===== src/bccw_pkg.sv =====
// Package with constants and types for the control word format decoder.
package bccw_pkg;
	localparam logic [15:0] BCCW_CFG_REG_ADDR = 16'h0032;
	localparam logic [15:0] BCCW_IEN_REG_ADDR = 16'h0010;
	localparam int BCCW_MASK_MODE_BIT = 0;
	localparam int BCCW_EOM_EN_BIT = 3;
	localparam int BCCW_EXPECT_POS = 5;
	localparam int BCCW_IRQ_POS = 4;
	localparam int BCCW_UNUSED_POS = 3;
	localparam int BCCW_STAT_BCR_POS = 4;
	localparam logic [15:0] BCCW_CTRL_RESET = 16'h0000;

	typedef enum logic [2:0] {
		BCCW_TYPE_BC_RT = 3'h0,
		BCCW_TYPE_RT_BC = 3'h1,
		BCCW_TYPE_RT_RT = 3'h2,
		BCCW_TYPE_BC_BC_RT = 3'h3,
		BCCW_TYPE_BC_RT_RT = 3'h4,
		BCCW_TYPE_MODE = 3'h5,
		BCCW_TYPE_BC_MODE = 3'h6,
		BCCW_TYPE_ILLEGAL = 3'h7
	} bccw_type_t;

	typedef enum logic [0:0] {
		BCCW_IDLE = 1'b0,
		BCCW_BUSY = 1'b1
	} bccw_state_t;

	typedef struct packed {
		logic fmt_mode_code;
		logic fmt_broadcast;
		logic fmt_terminal_to_terminal;
	} bccw_fmt_t;

	typedef struct packed {
		bccw_state_t state;
		logic [15:0] ctrl;
		logic bcast_status_mask_or_expect;
		logic msg_done_irq_request;
		bccw_fmt_t fmt;
		bccw_type_t msg_type;
		logic ext_block;
		logic status_set;
		logic irq;
		logic in_msg;
	} bccw_state_rec_t;
endpackage : bccw_pkg


===== src/bccw_decode.sv =====
// Control word format, broadcast status and end-of-message decode.
`timescale 1ns/1ns
`default_nettype none

// How it works
// - With mask mode clear, control bit 5 is the expected broadcast-received bit.
// - Expected mode: bit 5 differing from status bit 4 flags status-set.
// - Expected mode: matching bit 5 and status bit 4 adds nothing.
// - Interrupt at completion only when control bit 4 and enable bit 3 set.
// - Control bit 3 is ignored and resets to zero.
// - Format 000 gives BC-to-RT or RT-to-BC from the T/R bit.
// - Codes 001,010,011,100,110 decode to their types; 101 and 111 unused.
// - Format bit 0 alone selects the extended 16-word control block.
// - Mask mode: clear bit 5 lets a set status bit 4 flag status-set.
module bccw_decode
	import bccw_pkg::*;
(
	input wire logic mclk_in,
	input wire logic rst_in,
	input wire logic ctrl_wr_in,
	input wire logic [15:0] ctrl_data_in,
	input wire logic [15:0] cfg_reg_in,
	input wire logic [15:0] irq_en_reg_in,
	input wire logic msg_start_in,
	input wire logic cmd_tr_in,
	input wire logic status_valid_in,
	input wire logic [15:0] status_word_in,
	input wire logic msg_done_in,
	output logic [15:0] ctrl_out,
	output bccw_type_t msg_type_out,
	output logic ext_block_out,
	output logic status_set_out,
	output logic msg_done_irq_out,
	output logic busy_out
);

	////////////////////////////////////////////////////////////////////////
	function automatic bccw_type_t decode_type(input bccw_fmt_t f,
		input logic tr);
		unique case ({f.fmt_mode_code, f.fmt_broadcast,
			f.fmt_terminal_to_terminal})
			3'h0: decode_type = tr ? BCCW_TYPE_RT_BC : BCCW_TYPE_BC_RT;
			3'h1: decode_type = BCCW_TYPE_RT_RT;
			3'h2: decode_type = BCCW_TYPE_BC_BC_RT;
			3'h3: decode_type = BCCW_TYPE_BC_RT_RT;
			3'h4: decode_type = BCCW_TYPE_MODE;
			3'h6: decode_type = BCCW_TYPE_BC_MODE;
			default: decode_type = BCCW_TYPE_ILLEGAL;
		endcase
	endfunction : decode_type

	////////////////////////////////////////////////////////////////////////
	bccw_state_rec_t r_reg;
	bccw_state_rec_t r_next;
	logic bcr_hit;

	always_comb begin
		r_next = r_reg;
		r_next.irq = 1'b0;
		bcr_hit = 1'b0;
		if (ctrl_wr_in) begin
			r_next.ctrl = ctrl_data_in;
			r_next.ctrl[BCCW_UNUSED_POS] = 1'b0;
		end
		unique case (r_reg.state)
			BCCW_IDLE: begin
				if (msg_start_in) begin
					// Latch the word so a rewrite mid-message has no effect.
					r_next.state = BCCW_BUSY;
					r_next.bcast_status_mask_or_expect = r_reg.ctrl[BCCW_EXPECT_POS];
					r_next.msg_done_irq_request = r_reg.ctrl[BCCW_IRQ_POS];
					r_next.fmt = r_reg.ctrl[2:0];
					r_next.msg_type = decode_type(r_reg.ctrl[2:0], cmd_tr_in);
					r_next.ext_block = r_reg.ctrl[0];
					r_next.status_set = 1'b0;
					r_next.in_msg = 1'b1;
				end
			end
			BCCW_BUSY: begin
				if (status_valid_in) begin
					if (cfg_reg_in[BCCW_MASK_MODE_BIT]) begin
						bcr_hit = !r_reg.bcast_status_mask_or_expect
							&& status_word_in[BCCW_STAT_BCR_POS];
					end else begin
						bcr_hit = r_reg.bcast_status_mask_or_expect
							!= status_word_in[BCCW_STAT_BCR_POS];
					end
					r_next.status_set = r_reg.status_set | bcr_hit;
				end
				if (msg_done_in) begin
					r_next.state = BCCW_IDLE;
					r_next.in_msg = 1'b0;
					r_next.irq = r_reg.msg_done_irq_request
						&& irq_en_reg_in[BCCW_EOM_EN_BIT];
				end
			end
		endcase
	end

	always_ff @(posedge mclk_in or posedge rst_in) begin
		if (rst_in) begin
			r_reg <= '0;
		end else begin
			r_reg <= r_next;
		end
	end

	assign ctrl_out = r_reg.ctrl;
	assign msg_type_out = r_reg.msg_type;
	assign ext_block_out = r_reg.ext_block;
	assign status_set_out = r_reg.status_set;
	assign msg_done_irq_out = r_reg.irq;
	assign busy_out = r_reg.in_msg;

	////////////////////////////////////////////////////////////////////////
	// The interrupt is a single pulse and needs both request and enable.
	a_irq_needs_both: assert property (@(posedge mclk_in)
		disable iff (rst_in)
		msg_done_irq_out |-> $past(r_reg.msg_done_irq_request)
		&& $past(irq_en_reg_in[BCCW_EOM_EN_BIT]))
		else $error("Interrupt without request and enable.");
	a_irq_at_done: assert property (@(posedge mclk_in)
		disable iff (rst_in)
		(r_reg.state == BCCW_BUSY && msg_done_in && r_reg.msg_done_irq_request
		&& irq_en_reg_in[BCCW_EOM_EN_BIT]) |=> msg_done_irq_out)
		else $error("Missing end-of-message interrupt.");
	a_irq_one_pulse: assert property (@(posedge mclk_in)
		disable iff (rst_in)
		msg_done_irq_out |=> !msg_done_irq_out)
		else $error("Interrupt held longer than one cycle.");

	// The stored word keeps every bit but the unused one.
	a_unused_bit_zero: assert property (@(posedge mclk_in)
		disable iff (rst_in)
		!ctrl_out[BCCW_UNUSED_POS])
		else $error("Unused control bit is set.");
	a_ctrl_write: assert property (@(posedge mclk_in)
		disable iff (rst_in)
		ctrl_wr_in |=> ctrl_out[15:4] == $past(ctrl_data_in[15:4])
		&& ctrl_out[2:0] == $past(ctrl_data_in[2:0]))
		else $error("Control word write not stored.");

	// Broadcast-received evaluation in both modes.
	a_expect_mismatch: assert property (@(posedge mclk_in)
		disable iff (rst_in)
		(r_reg.state == BCCW_BUSY && status_valid_in
		&& !cfg_reg_in[BCCW_MASK_MODE_BIT]
		&& r_reg.bcast_status_mask_or_expect
		!= status_word_in[BCCW_STAT_BCR_POS]) |=> status_set_out)
		else $error("Mismatch did not flag status-set.");
	a_expect_match: assert property (@(posedge mclk_in)
		disable iff (rst_in)
		(r_reg.state == BCCW_BUSY && status_valid_in && !status_set_out
		&& !cfg_reg_in[BCCW_MASK_MODE_BIT]
		&& r_reg.bcast_status_mask_or_expect
		== status_word_in[BCCW_STAT_BCR_POS]) |=> !status_set_out)
		else $error("Match flagged status-set.");
	a_mask_mode: assert property (@(posedge mclk_in)
		disable iff (rst_in)
		(r_reg.state == BCCW_BUSY && status_valid_in && !status_set_out
		&& cfg_reg_in[BCCW_MASK_MODE_BIT]) |=> status_set_out
		== (!r_reg.bcast_status_mask_or_expect
		&& $past(status_word_in[BCCW_STAT_BCR_POS])))
		else $error("Mask mode status-set wrong.");
	a_mask_ignored: assert property (@(posedge mclk_in)
		disable iff (rst_in)
		(r_reg.state == BCCW_BUSY && status_valid_in && !status_set_out
		&& cfg_reg_in[BCCW_MASK_MODE_BIT] && r_reg.bcast_status_mask_or_expect)
		|=> !status_set_out)
		else $error("Masked status bit flagged status-set.");
	a_set_sticky: assert property (@(posedge mclk_in)
		disable iff (rst_in)
		(r_reg.state == BCCW_BUSY && status_set_out) |=> status_set_out)
		else $error("Status-set dropped inside a message.");
	a_set_cleared: assert property (@(posedge mclk_in)
		disable iff (rst_in)
		(r_reg.state == BCCW_IDLE && msg_start_in) |=> !status_set_out)
		else $error("Status-set not cleared at message start.");
	a_idle_ignores: assert property (@(posedge mclk_in)
		disable iff (rst_in)
		(r_reg.state == BCCW_IDLE && !msg_start_in) |=> $stable(status_set_out))
		else $error("Status-set changed while idle.");

	// Format decode and control block selection at message start.
	a_ext_block_bit0: assert property (@(posedge mclk_in)
		disable iff (rst_in)
		(r_reg.state == BCCW_IDLE && msg_start_in) |=>
		ext_block_out == $past(ctrl_out[0]))
		else $error("Extended block not from format bit 0.");
	a_held_ext: assert property (@(posedge mclk_in)
		disable iff (rst_in)
		(r_reg.state == BCCW_BUSY) |=> $stable(ext_block_out))
		else $error("Extended block select changed mid-message.");
	a_type_decode: assert property (@(posedge mclk_in)
		disable iff (rst_in)
		(r_reg.state == BCCW_IDLE && msg_start_in && ctrl_out[2:0] == 3'h0)
		|=> msg_type_out == ($past(cmd_tr_in) ? BCCW_TYPE_RT_BC
		: BCCW_TYPE_BC_RT))
		else $error("Format 000 decoded wrongly.");
	a_rtrt_type: assert property (@(posedge mclk_in)
		disable iff (rst_in)
		(r_reg.state == BCCW_IDLE && msg_start_in && ctrl_out[2:0] == 3'h3)
		|=> msg_type_out == BCCW_TYPE_BC_RT_RT)
		else $error("Format 011 decoded wrongly.");
	a_rt_to_rt: assert property (@(posedge mclk_in)
		disable iff (rst_in)
		(r_reg.state == BCCW_IDLE && msg_start_in && ctrl_out[2:0] == 3'h1)
		|=> msg_type_out == BCCW_TYPE_RT_RT)
		else $error("Format 001 decoded wrongly.");
	a_bcast_bc_rt: assert property (@(posedge mclk_in)
		disable iff (rst_in)
		(r_reg.state == BCCW_IDLE && msg_start_in && ctrl_out[2:0] == 3'h2)
		|=> msg_type_out == BCCW_TYPE_BC_BC_RT)
		else $error("Format 010 decoded wrongly.");
	a_mode_type: assert property (@(posedge mclk_in)
		disable iff (rst_in)
		(r_reg.state == BCCW_IDLE && msg_start_in && ctrl_out[2:0] == 3'h4)
		|=> msg_type_out == BCCW_TYPE_MODE)
		else $error("Format 100 decoded wrongly.");
	a_bcast_mode: assert property (@(posedge mclk_in)
		disable iff (rst_in)
		(r_reg.state == BCCW_IDLE && msg_start_in && ctrl_out[2:0] == 3'h6)
		|=> msg_type_out == BCCW_TYPE_BC_MODE)
		else $error("Format 110 decoded wrongly.");

	// Latched fields and the busy flag across a message.
	a_held_in_msg: assert property (@(posedge mclk_in)
		disable iff (rst_in)
		(r_reg.state == BCCW_BUSY && !msg_done_in) |=>
		$stable(msg_type_out) && $stable(r_reg.msg_done_irq_request))
		else $error("Latched format changed mid-message.");
	a_busy_at_start: assert property (@(posedge mclk_in)
		disable iff (rst_in)
		(r_reg.state == BCCW_IDLE && msg_start_in) |=> busy_out)
		else $error("Busy not raised at message start.");
	a_busy_ends: assert property (@(posedge mclk_in)
		disable iff (rst_in)
		(r_reg.state == BCCW_BUSY && msg_done_in) |=> !busy_out)
		else $error("Busy not dropped at message completion.");

endmodule : bccw_decode
`default_nettype wire


===== config.mk =====
export PLATFORM = sky130hd
export DESIGN_NAME = bccw_decode
export DESIGN_NICKNAME = d
export VERILOG_FILES = /design/src/bccw_pkg.sv /design/src/bccw_decode.sv
export SDC_FILE = /design/constraint.sdc
export NUM_CORES = 1
export LEC_CHECK = 0
export BUFFER_PORTS_ARGS = -buffer_cell sky130_fd_sc_hd__buf_2
export CAP_MARGIN = 20
export CORE_MARGIN = 4
export CORE_UTILIZATION = 41
export CTS_CLUSTER_SIZE = 25
export DETAILED_ROUTE_END_ITERATION = 8
export GPL_ROUTABILITY_DRIVEN = 0
export PLACE_DENSITY = 0.84
export SLEW_MARGIN = 40
export SYNTH_ARGS = -nofsm -noshare
export SYNTH_HDL_FRONTEND = slang
export SYNTH_SLANG_ARGS = --single-unit

===== constraint.sdc =====
create_clock -name mclk_in -period 3.3 [get_ports mclk_in]
set_input_delay 0.165 -clock mclk_in [delete_from_list [all_inputs] [get_ports mclk_in]]
set_output_delay 0.165 -clock mclk_in [all_outputs]
set_load 0.1 [all_outputs]

==> metrics.yaml, run 1 <==
sta:
  final-hold-violation-count: 0
  drv_slew: 0
  period_needed_ns: 1.40
  worstMarginPinSlew_ns: 0.514
  finalSetupViolCount: 0
  rsz0062_at_grt: "false"
  setup_tns_ns: 0
  finalClockSkew_ns: 0.00656
  fin_crit_sh_pct: 42.5
  clock.fmax_mhz: 713
  relSlewSlack_pct: 65.7
synthesis:
  synth_area_um2: 1160
  yosysUniqueCellTypes: 18
  syn_nets: 166
  ys.warnings.count: 0
  ys_seq_area_share_pct: 53.8
  synthCells: 94
  synth_area_per_cell_um2: 12.4
  yosys_register_bits: 25
routing:
  routedWlPerCell_um: 12.3
  via_per_inst: 4.56
  vias: 703
  wl_mm: 1.89
  drc_errors: 0
  drtIter0Drc: 19
  dr.max_layer_used: "met3"
  wl_met2_um: 874
  first_pass_iters: 2
  met3_length_um: 217
  wl_met1_um: 797
  ant_nets: 0
setup_path:
  r2r_slack_ns: 2.03
  cp-endpoint: "ctrl_out[0]"
  critical_path_class: "reg -> out"
  max_stage_delay_ns: 0.47
  critPathCaptureType: "primary output"
  critPathLaunch: "ctrl_out[0]"
  worst_ep_required_time_ns: 3.13
  cp.arrival_ns: 1.24
  crit_buf_inv: 1
  crit_path_cell_trace: "buf_2"
  crit_path_top_delay_cell: "dfrtp_1"
  rr_worst_depth: 2
  path_max_fanout: 8
  worst-path-stages: 1
  regToRegEndpoint: "ext_block_out"
  regToRegStartpoint: "r_reg[28]"
  start_kind: "flop"
  path_delay_family: "flip-flops"
global_route:
  grt_max_degree: 26
  antenna_found_initial: 0
  overflow: 0
  grt.total_usage_pct: 10.9
  first_global_vias: 751
  grt_pass1_wl_mm: 3.09
die:
  coreArea_um2: 2730
  die_area_um2: 3750
  initial_core_util_pct: 42.5
  die_x_um: 61.2
  num_rows: 19
  die_h_um: 61.2
  num_io_pins: 94
clock_tree:
  cts-htree-levels: 1
  cts_max_path_buffers: 2
  clk_pin_slew_ns: 0.13
  cts_tree: "done"
  cts_root_buffer: "clkbuf_4"
  clk_latency_ns: 0.31
  cts-buffers-inserted: 3
  cts.sinks: 25
  cts_setup_buffers: 0
flow_run:
  maxCapViolations: 0
outcome:
  status: "finished clean"
power:
  power_density_nw_per_um2: 748
  clock_power_share_pct: 13.6
  p_sw_share_pct: 49.6
  power.switching_w: 0.000481
  p_seq_share_pct: 39.8
  ir_worst_vdd_mv: 0.444
  power.leakage_nw: 0.660
  p_int_w: 0.000489
  combPwrFrac_pct: 46.6
min_path:
  hold_path.class: "in -> reg"
  hp-start: "msg_done_in"
finish:
  diodes: 0
  largest_reg_flops: 15
  fill_cells: 264
  nets: 196
  layout.cells.most_common: "buf_2"
  area_growth_pct: 11.6
  layout-drive-gt1-share_pct: 56.9
  mostFrequentLayoutCells: "buf_2, dfrtp_1, mux2_2, o21ai_0, nand2_1"
  fin_util_pct: 47.5
placement:
  io_buffers: 46
[cell usage after synthesis]
cell / n / area (µm²)
inv_1: 4 / 15.0
mux2_4: 3 / 45.0
dfrtp_1: 25 / 626
buf_2: 1 / 5.00
nand2b_1: 1 / 6.26
buf_6: 2 / 22.5
buf_4: 19 / 143
o22ai_1: 2 / 12.5
and4_2: 1 / 10.0
o21ba_2: 1 / 10.0
conb_1: 1 / 3.75
mux2_2: 15 / 169
o21ai_0: 6 / 30.0
nand2_1: 5 / 18.8
nand3b_1: 1 / 7.51
nor2_1: 3 / 11.3
ha_1: 1 / 12.5
a21oi_1: 3 / 15.0
[per-layer routing]
metal,GRT usage [%],vias to the layer above
met1,12.9,321
met4,3.72,0
li1,-,350
met5,0,-
met2,18.7,32
met3,3.56,0
[per-stage QoR]
stage               cells  total power (W)  hold WS [ns]  area, µm²  setup WS, ns
floorplan              94         0.000823         0.192       1160          2.05
global placement      149         0.000842         0.368       1260          2.06
detailed placement    149         0.000849         0.237       1260          2.04
CTS                   154         0.000983        0.0404       1300          1.88
global route          154          0.00102        0.0494       1300          1.83
finish                154         0.000970        0.0492       1300          1.90
[what timing repair did]
item / CTS / global route
hold buffers: 1 / 0
gates resized for setup: 0 / 0
endpoints found under the hold margin: 25 / 0
[cell families (layout without fill, tap and decap cells)]
kind of cell	Yosys count	after routing	synth area share [%]
compound gates	12	12	5.81
fa+ha+maj	1	1	1.08
buf+inv	26	55	15.9
flops	25	25	53.8
mux	18	18	18.4
other cells	1	1	0.323
simple gates	11	11	4.63
[layout make-up]
type | count | area [µm²] | area share (%)
Sequential cell | 25 | 626 | 48.2
Multi-Input combinational cell | 43 | 352 | 27.1
Timing Repair Buffer | 47 | 240 | 18.5
Tap cell | 31 | 38.8 | 2.99
Clock buffer | 4 | 26.3 | 2.03
Inverter | 4 | 15.0 | 1.16
[worst min path at each step]
stage                     slack, ns          end  depth (start not counted)
after CTS                      0.04    r_reg[28]                          2
after global routing           0.05  ctrl_out[8]                          2
after floorplan                0.19     busy_out                          1
after global placement         0.37    r_reg[28]                          2
after detailed placement       0.24  ctrl_out[8]                          2
final                          0.05    r_reg[28]                          2
[power groups by stage]
stage / combinational [W] / sequential, W / clock (W)
after floorplan: 0.000349 / 0.000473 / 0
after global placement: 0.000451 / 0.000391 / 0
after detailed placement: 0.000455 / 0.000394 / 0
after CTS: 0.000457 / 0.000387 / 0.000139
after global routing: 0.000473 / 0.000395 / 0.000152
final: 0.000453 / 0.000386 / 0.000132
Note: power is estimated with default switching activity, not from simulation.
==> run 2: changes to the inputs <==
Settings changed: CORE_UTILIZATION 41 to 34, PLACE_DENSITY 0.84 to 0.74.
Clock period 3.3 ns to 1.2 ns, I/O delays scaled along.
==> run 2 against run 1 <==
Compared with the run above:
- clock-buffer cell count is the same
- sequential power grew to 2.8 times the previous value
- sequential share of layout area decreased by 9.1 points
- non-clock buffer count grew 21
- total power rose to 2.9 times the previous value
- global-route usage about the same
- wire length rose by 18%
- die area increased by 18%
- clock power rose to 2.8 times the previous value
- flip-flop and latch count unchanged
- largest cell class unchanged
==> metrics.yaml, run 2 (synthesis gave the netlist of run 1 again) <==
routing:
  vias: 799
  routedWlPerCell_um: 11.9
  first_pass_iters: 4
  ant_nets: 0
  via_per_inst: 4.25
  drc_errors: 0
  drtIter0Drc: 8
  wl_mm: 2.23
power:
  combPwrFrac_pct: 49.6
  power_density_nw_per_um2: 1760
  p_int_w: 0.00149
  ir_worst_vdd_mv: 0.733
  p_sw_share_pct: 47.7
  clock_power_share_pct: 12.9
  power.switching_w: 0.00135
  p_seq_share_pct: 37.5
  power.leakage_nw: 0.774
flow_run:
  maxCapViolations: 0
sta:
  finalSetupViolCount: 0
  clock.fmax_mhz: 874
  period_needed_ns: 1.14
  final-hold-violation-count: 0
  rsz0062_at_grt: "false"
  drv_slew: 0
  setup_tns_ns: 0
  finalClockSkew_ns: 0.00754
  fin_crit_sh_pct: 95.3
finish:
  mostFrequentLayoutCells: "buf_2, clkbuf_4, dfrtp_1, dlygate4sd3_1, mux2_2"
  layout.cells.most_common: "buf_2"
  diodes: 0
  layout-drive-gt1-share_pct: 54.2
  area_growth_pct: 38.6
  seqCellArea_um2: 631
  multi_input_area_um2: 354
  largest_reg_flops: 15
  finalInstanceArea_um2: 1610
  nets: 217
  fill_cells: 288
min_path:
  hp-start: "msg_start_in"
  hold_path.class: "in -> reg"
setup_path:
  worst_ep_required_time_ns: 1.14
  crit_buf_inv: 2
  path_max_fanout: 7
  critPathLaunch: "ctrl_out[0]"
  regToRegStartpoint: "r_reg[28]"
  start_kind: "flop"
  critical_path_class: "reg -> out"
  crit_path_top_delay_cell: "dfrtp_2"
  max_stage_delay_ns: 0.46
  cp.arrival_ns: 1.08
  path_delay_family: "flip-flops"
  critPathCaptureType: "primary output"
  crit_path_cell_trace: "buf_4 -> buf_12"
clock_tree:
  cts_root_buffer: "clkbuf_4"
  cts_max_path_buffers: 2
  cts_setup_buffers: 0
  cts.sinks: 25
  clk_pin_slew_ns: 0.13
  cts-buffers-inserted: 3
  clk_latency_ns: 0.31
  cts_tree: "done"
  cts-htree-levels: 1
global_route:
  grt_max_degree: 26
  overflow: 0
  grt_pass1_wl_mm: 3.75
  first_global_vias: 853
  grt.total_usage_pct: 10.9
  antenna_found_initial: 0
die:
  die_x_um: 66.5
  die_h_um: 66.5
  initial_core_util_pct: 36.9
  num_rows: 20
  num_io_pins: 94
  die_area_um2: 4420
  coreArea_um2: 3150
placement:
  io_buffers: 46
  postPlaceCellArea_um2: 1360
  hpwl_mm: 1.55
outcome:
  status: "finished clean"
[run 2: cell types whose count changed in the layout (fill, tap and decap cells not counted), sizes merged]
cell and change:
buf -14, dlygate4sd3 +17, clkbuf +18
[run 2: metal layers]
layer | vias up | share of wire, % | global-route usage, %
met1 | 373 | 41 | 13.0
met5 | - | 0 | 0
met4 | 0 | 0 | 2.28
li1 | 395 | - | -
met2 | 31 | 49 | 19.1
met3 | 0 | 10 | 3.54
[run 2: worst min-delay path, delay by kind of cell]
kind | cells | cell delay [ns]
simple gates | 1 | 0.10
compound gates | 1 | 0.05
buf+inv | 1 | 0.12
[run 2: path summary, 6_finish.rpt]
kind | to | slack [ns] | cells past startpoint
setup reg to reg | r_reg[11] | 0.09 | 2
min in group asynchronous | ctrl_out[6] | 0.33 | 4
hold reg to reg | msg_type_out[2] | 0.49 | 2
setup / recovery | ctrl_out[0] | 0.06 | 2
max in group asynchronous | status_set_out | 0.61 | 4
hold / removal | r_reg[28] | 0.06 | 3
[run 2: power groups by stage]
stage	Combinational (W)	Sequential, W	Clock (W)
4_1_cts	0.00137	0.00106	0.000377
5_1_grt	0.00147	0.00109	0.000421
3_5_place_dp	0.00132	0.00108	0
2_1_floorplan	0.000960	0.00131	0
3_3_place_gp	0.00131	0.00107	0
6_report	0.00141	0.00107	0.000367
[run 2: timing repair]
action,4_1_cts,5_1_grt
setup endpoints to repair,0,22
hold buffers,18,0
resized for setup,0,20
endpoints found under the hold margin,43,0
[run 2: metrics by stage]
| step | instances | setup slack, ns | hold slack [ns] | power [W] | utilization [%] |
|---|---|---|---|---|---|
| 5_1_grt | 188 | 0.00890 | 0.0429 | 0.00298 | 51.1 |
| 3_5_place_dp | 166 | 0.0383 | 0.127 | 0.00240 | 43.0 |
| 2_1_floorplan | 94 | 0.103 | 0.0871 | 0.00227 | - |
| 3_3_place_gp | 166 | 0.0422 | 0.118 | 0.00238 | 43.0 |
| 4_1_cts | 188 | 0.00219 | 0.0426 | 0.00281 | 49.6 |
| 6_report | 188 | 0.0563 | 0.0554 | 0.00284 | 51.1 |
[run 2: final cells by class]
type                       instances  area share (%)
clock buffer                       4            1.63
inverter                           4           0.932
sequential                        25            39.1
timing repair buffer              68            32.9
tap                               44            3.42
multi-input combinational         43            22.0
==> run 3: changes to the inputs <==
Settings changed: ABC_AREA set to 1, CORE_UTILIZATION 34 to 35, PLACE_DENSITY 0.74 to 0.76.
==> run 3 against run 2 <==
Compared with the run above:
- via count increased by 7.9%
- maximum frequency down 0.23%
- register-to-register slack improved by 0.07 ns
- clock-buffer cell count stayed put
- cell count rose by 11%
- critical path depth fell by 1
==> metrics.yaml, run 3 <==
outcome:
  status: "finished clean"
finish:
  multi_input_area_um2: 338
  mostFrequentLayoutCells: "buf_2, dfrtp_1, nand2_1, dlygate4sd3_1, clkbuf_4"
  nets: 237
  finalInstanceArea_um2: 1610
  layout.cells.most_common: "buf_2"
  seqCellArea_um2: 627
  fill_cells: 285
  diodes: 0
  area_growth_pct: 37.7
  largest_reg_flops: 15
  layout-drive-gt1-share_pct: 39.6
setup_path:
  critical_path_class: "reg -> out"
  rr_worst_depth: 5
  path_delay_family: "buffers and inverters"
  worst_ep_required_time_ns: 1.14
  max_stage_delay_ns: 0.42
  start_kind: "flop"
  crit_path_top_delay_cell: "buf_2"
  cp.arrival_ns: 1.09
  regToRegStartpoint: "r_reg[11]"
  critPathCaptureType: "primary output"
  r2r_slack_ns: 0.16
  path_max_fanout: 2
  regToRegEndpoint: "status_set_out"
  crit_buf_inv: 1
  crit_path_cell_trace: "buf_2"
synthesis:
  ys.flop_type: "dfrtp_1"
  synth-edff-count: 0
  ys_seq_area_share_pct: 53.6
  synth_area_per_cell_um2: 10.1
  synth_area_um2: 1170
  synthArstFlopShare_pct: 100
  ys_top_cells_by_area: "dfrtp_1, buf_4, mux2_2, nand2_1, inv_1"
  synth_top_cell_area_share_pct: 53.6
  yosysUniqueCellTypes: 17
  synthMostInstantiatedCell: "dfrtp_1"
  ys.warnings.count: 0
  yosys_register_bits: 25
  synthCells: 115
  yosysTopAreaCell: "dfrtp_1"
  synthTopCellsByCount: "dfrtp_1, nand2_1, buf_4"
  syn_nets: 187
power:
  combPwrFrac_pct: 47.3
  power.switching_w: 0.00127
  p_sw_share_pct: 47.6
  p_int_w: 0.00140
  p_seq_share_pct: 39.2
  power_density_nw_per_um2: 1660
  ir_worst_vdd_mv: 0.358
  clock_power_share_pct: 13.5
  power.leakage_nw: 0.804
  p_total_w: 0.00267
clock_tree:
  clk_latency_ns: 0.31
  cts-buffers-inserted: 3
  cts_root_buffer: "clkbuf_4"
  cts-htree-levels: 1
  cts_tree: "done"
  clk_pin_slew_ns: 0.12
  cts_max_path_buffers: 2
  cts_setup_buffers: 0
  cts.sinks: 25
min_path:
  holdPathEnd: "status_set_out"
  hold_path.class: "in -> reg"
  min_path_cells: 4
  hp-start: "cfg_reg_in[0]"
sta:
  clock.fmax_mhz: 872
  layout_setup_ws_ns: 0.0537
  fin_crit_sh_pct: 95.5
  rsz0062_at_grt: "false"
  final-hold-violation-count: 0
  period_needed_ns: 1.15
  setup_tns_ns: 0
  finalSetupViolCount: 0
  finalClockSkew_ns: 0.00261
  drv_slew: 0
  holdWs_ns: 0.0541
global_route:
  first_global_vias: 855
  overflow: 0
  antenna_found_initial: 0
  grt_max_degree: 26
  grt_pass1_wl_mm: 3.56
  grt.total_usage_pct: 10.5
placement:
  hpwl_mm: 1.55
  postPlaceCellArea_um2: 1350
  io_buffers: 46
  dp_slack_ns: 0.180
die:
  coreArea_um2: 3130
  die_h_um: 65.7
  die_area_um2: 4320
  num_rows: 20
  num_io_pins: 94
  initial_core_util_pct: 37.3
  die_x_um: 65.7
routing:
  routedWlPerCell_um: 11.5
  wl_mm: 2.38
  drtIter0Drc: 22
  drc_errors: 0
  first_pass_iters: 4
  via_per_inst: 4.14
  vias: 862
  ant_nets: 0
flow_run:
  maxCapViolations: 0
run 3: changes by cell type in the layout (fill, tap and decap cells not counted), moves of 2 or more:
cell / before / now
nand2_1: 5 / 22
clkbuf_4: 21 / 18
mux2_2: 15 / 10
inv_1: 4 / 10
dfrtp_1: 21 / 24
o21ai_2: 0 / 2
mux2_4: 3 / 0
o21ai_1: 0 / 2
dfrtp_2: 4 / 1
nor2_1: 3 / 8
o22ai_1: 2 / 0
run 3: final cells by class:
class                      instances  share of cell area, %
sequential                        25                   39.0
tap                               44                   3.43
inverter                          11                   2.73
clock buffer                       4                   1.64
timing repair buffer              66                   32.1
multi-input combinational         58                   21.0
run 3: logic make-up (layout without fill, tap and decap cells):
| kind of cell | Yosys count | after routing | synth area share (%) |
|---|---|---|---|
| simple gates | 31 | 31 | 10.6 |
| buf+inv | 32 | 81 | 17.4 |
| mux | 10 | 10 | 9.66 |
| other cells | 1 | 1 | 0.322 |
| fa+ha+maj | 1 | 1 | 1.07 |
| compound gates | 15 | 15 | 7.30 |
| flops | 25 | 25 | 53.6 |
run 3: how the worst max path moves through the flow:
stage,start,cells past startpoint,to
after floorplan,busy_out,1,busy_out
after global placement,r_reg[28],4,msg_type_out[1]
after detailed placement,r_reg[11],5,status_set_out
after CTS,busy_out,1,busy_out
after global routing,ctrl_out[10],1,ctrl_out[10]
final,ctrl_out[10],1,ctrl_out[10]
run 3: through the flow:
step | std cells | util, %
floorplan | 115 | -
global placement | 185 | 43.0
detailed placement | 185 | 43.0
CTS | 208 | 50.1
global route | 208 | 51.3
finish | 208 | 51.3
run 3: worst reg2reg max path, delay by kind of cell (launching register included):
kind	cells	cell delay [ns]
flops	1	0.39
fa+ha+maj	1	0.21
simple gates	2	0.16
buf+inv	1	0.07
compound gates	1	0.15
run 3: repair_timing:
item	in CTS	in global routing
pin swaps	0	0
hold endpoints to repair	42	0
hold buffers	19	0
setup endpoints to repair	2	15
resized for setup	2	15
run 3: power by group through the flow:
| stage | Clock [W] | Combinational [W] | Sequential, W |
|---|---|---|---|
| CTS | 0.000374 | 0.00123 | 0.00104 |
| finish | 0.000360 | 0.00126 | 0.00104 |
| global placement | 0 | 0.00116 | 0.00105 |
| floorplan | 0 | 0.000910 | 0.00121 |
| global route | 0.000423 | 0.00132 | 0.00106 |
| detailed placement | 0 | 0.00117 | 0.00106 |
run 3: metal layers:
| layer | global-route usage, % | wire length [µm] | up-vias |
|---|---|---|---|
| met5 | 0 | 0 | - |
| met4 | 2.33 | 0 | 0 |
| met3 | 3.08 | 231 | 0 |
| met2 | 19.9 | 1180 | 40 |
| met1 | 11.4 | 975 | 384 |
| li1 | - | - | 438 |
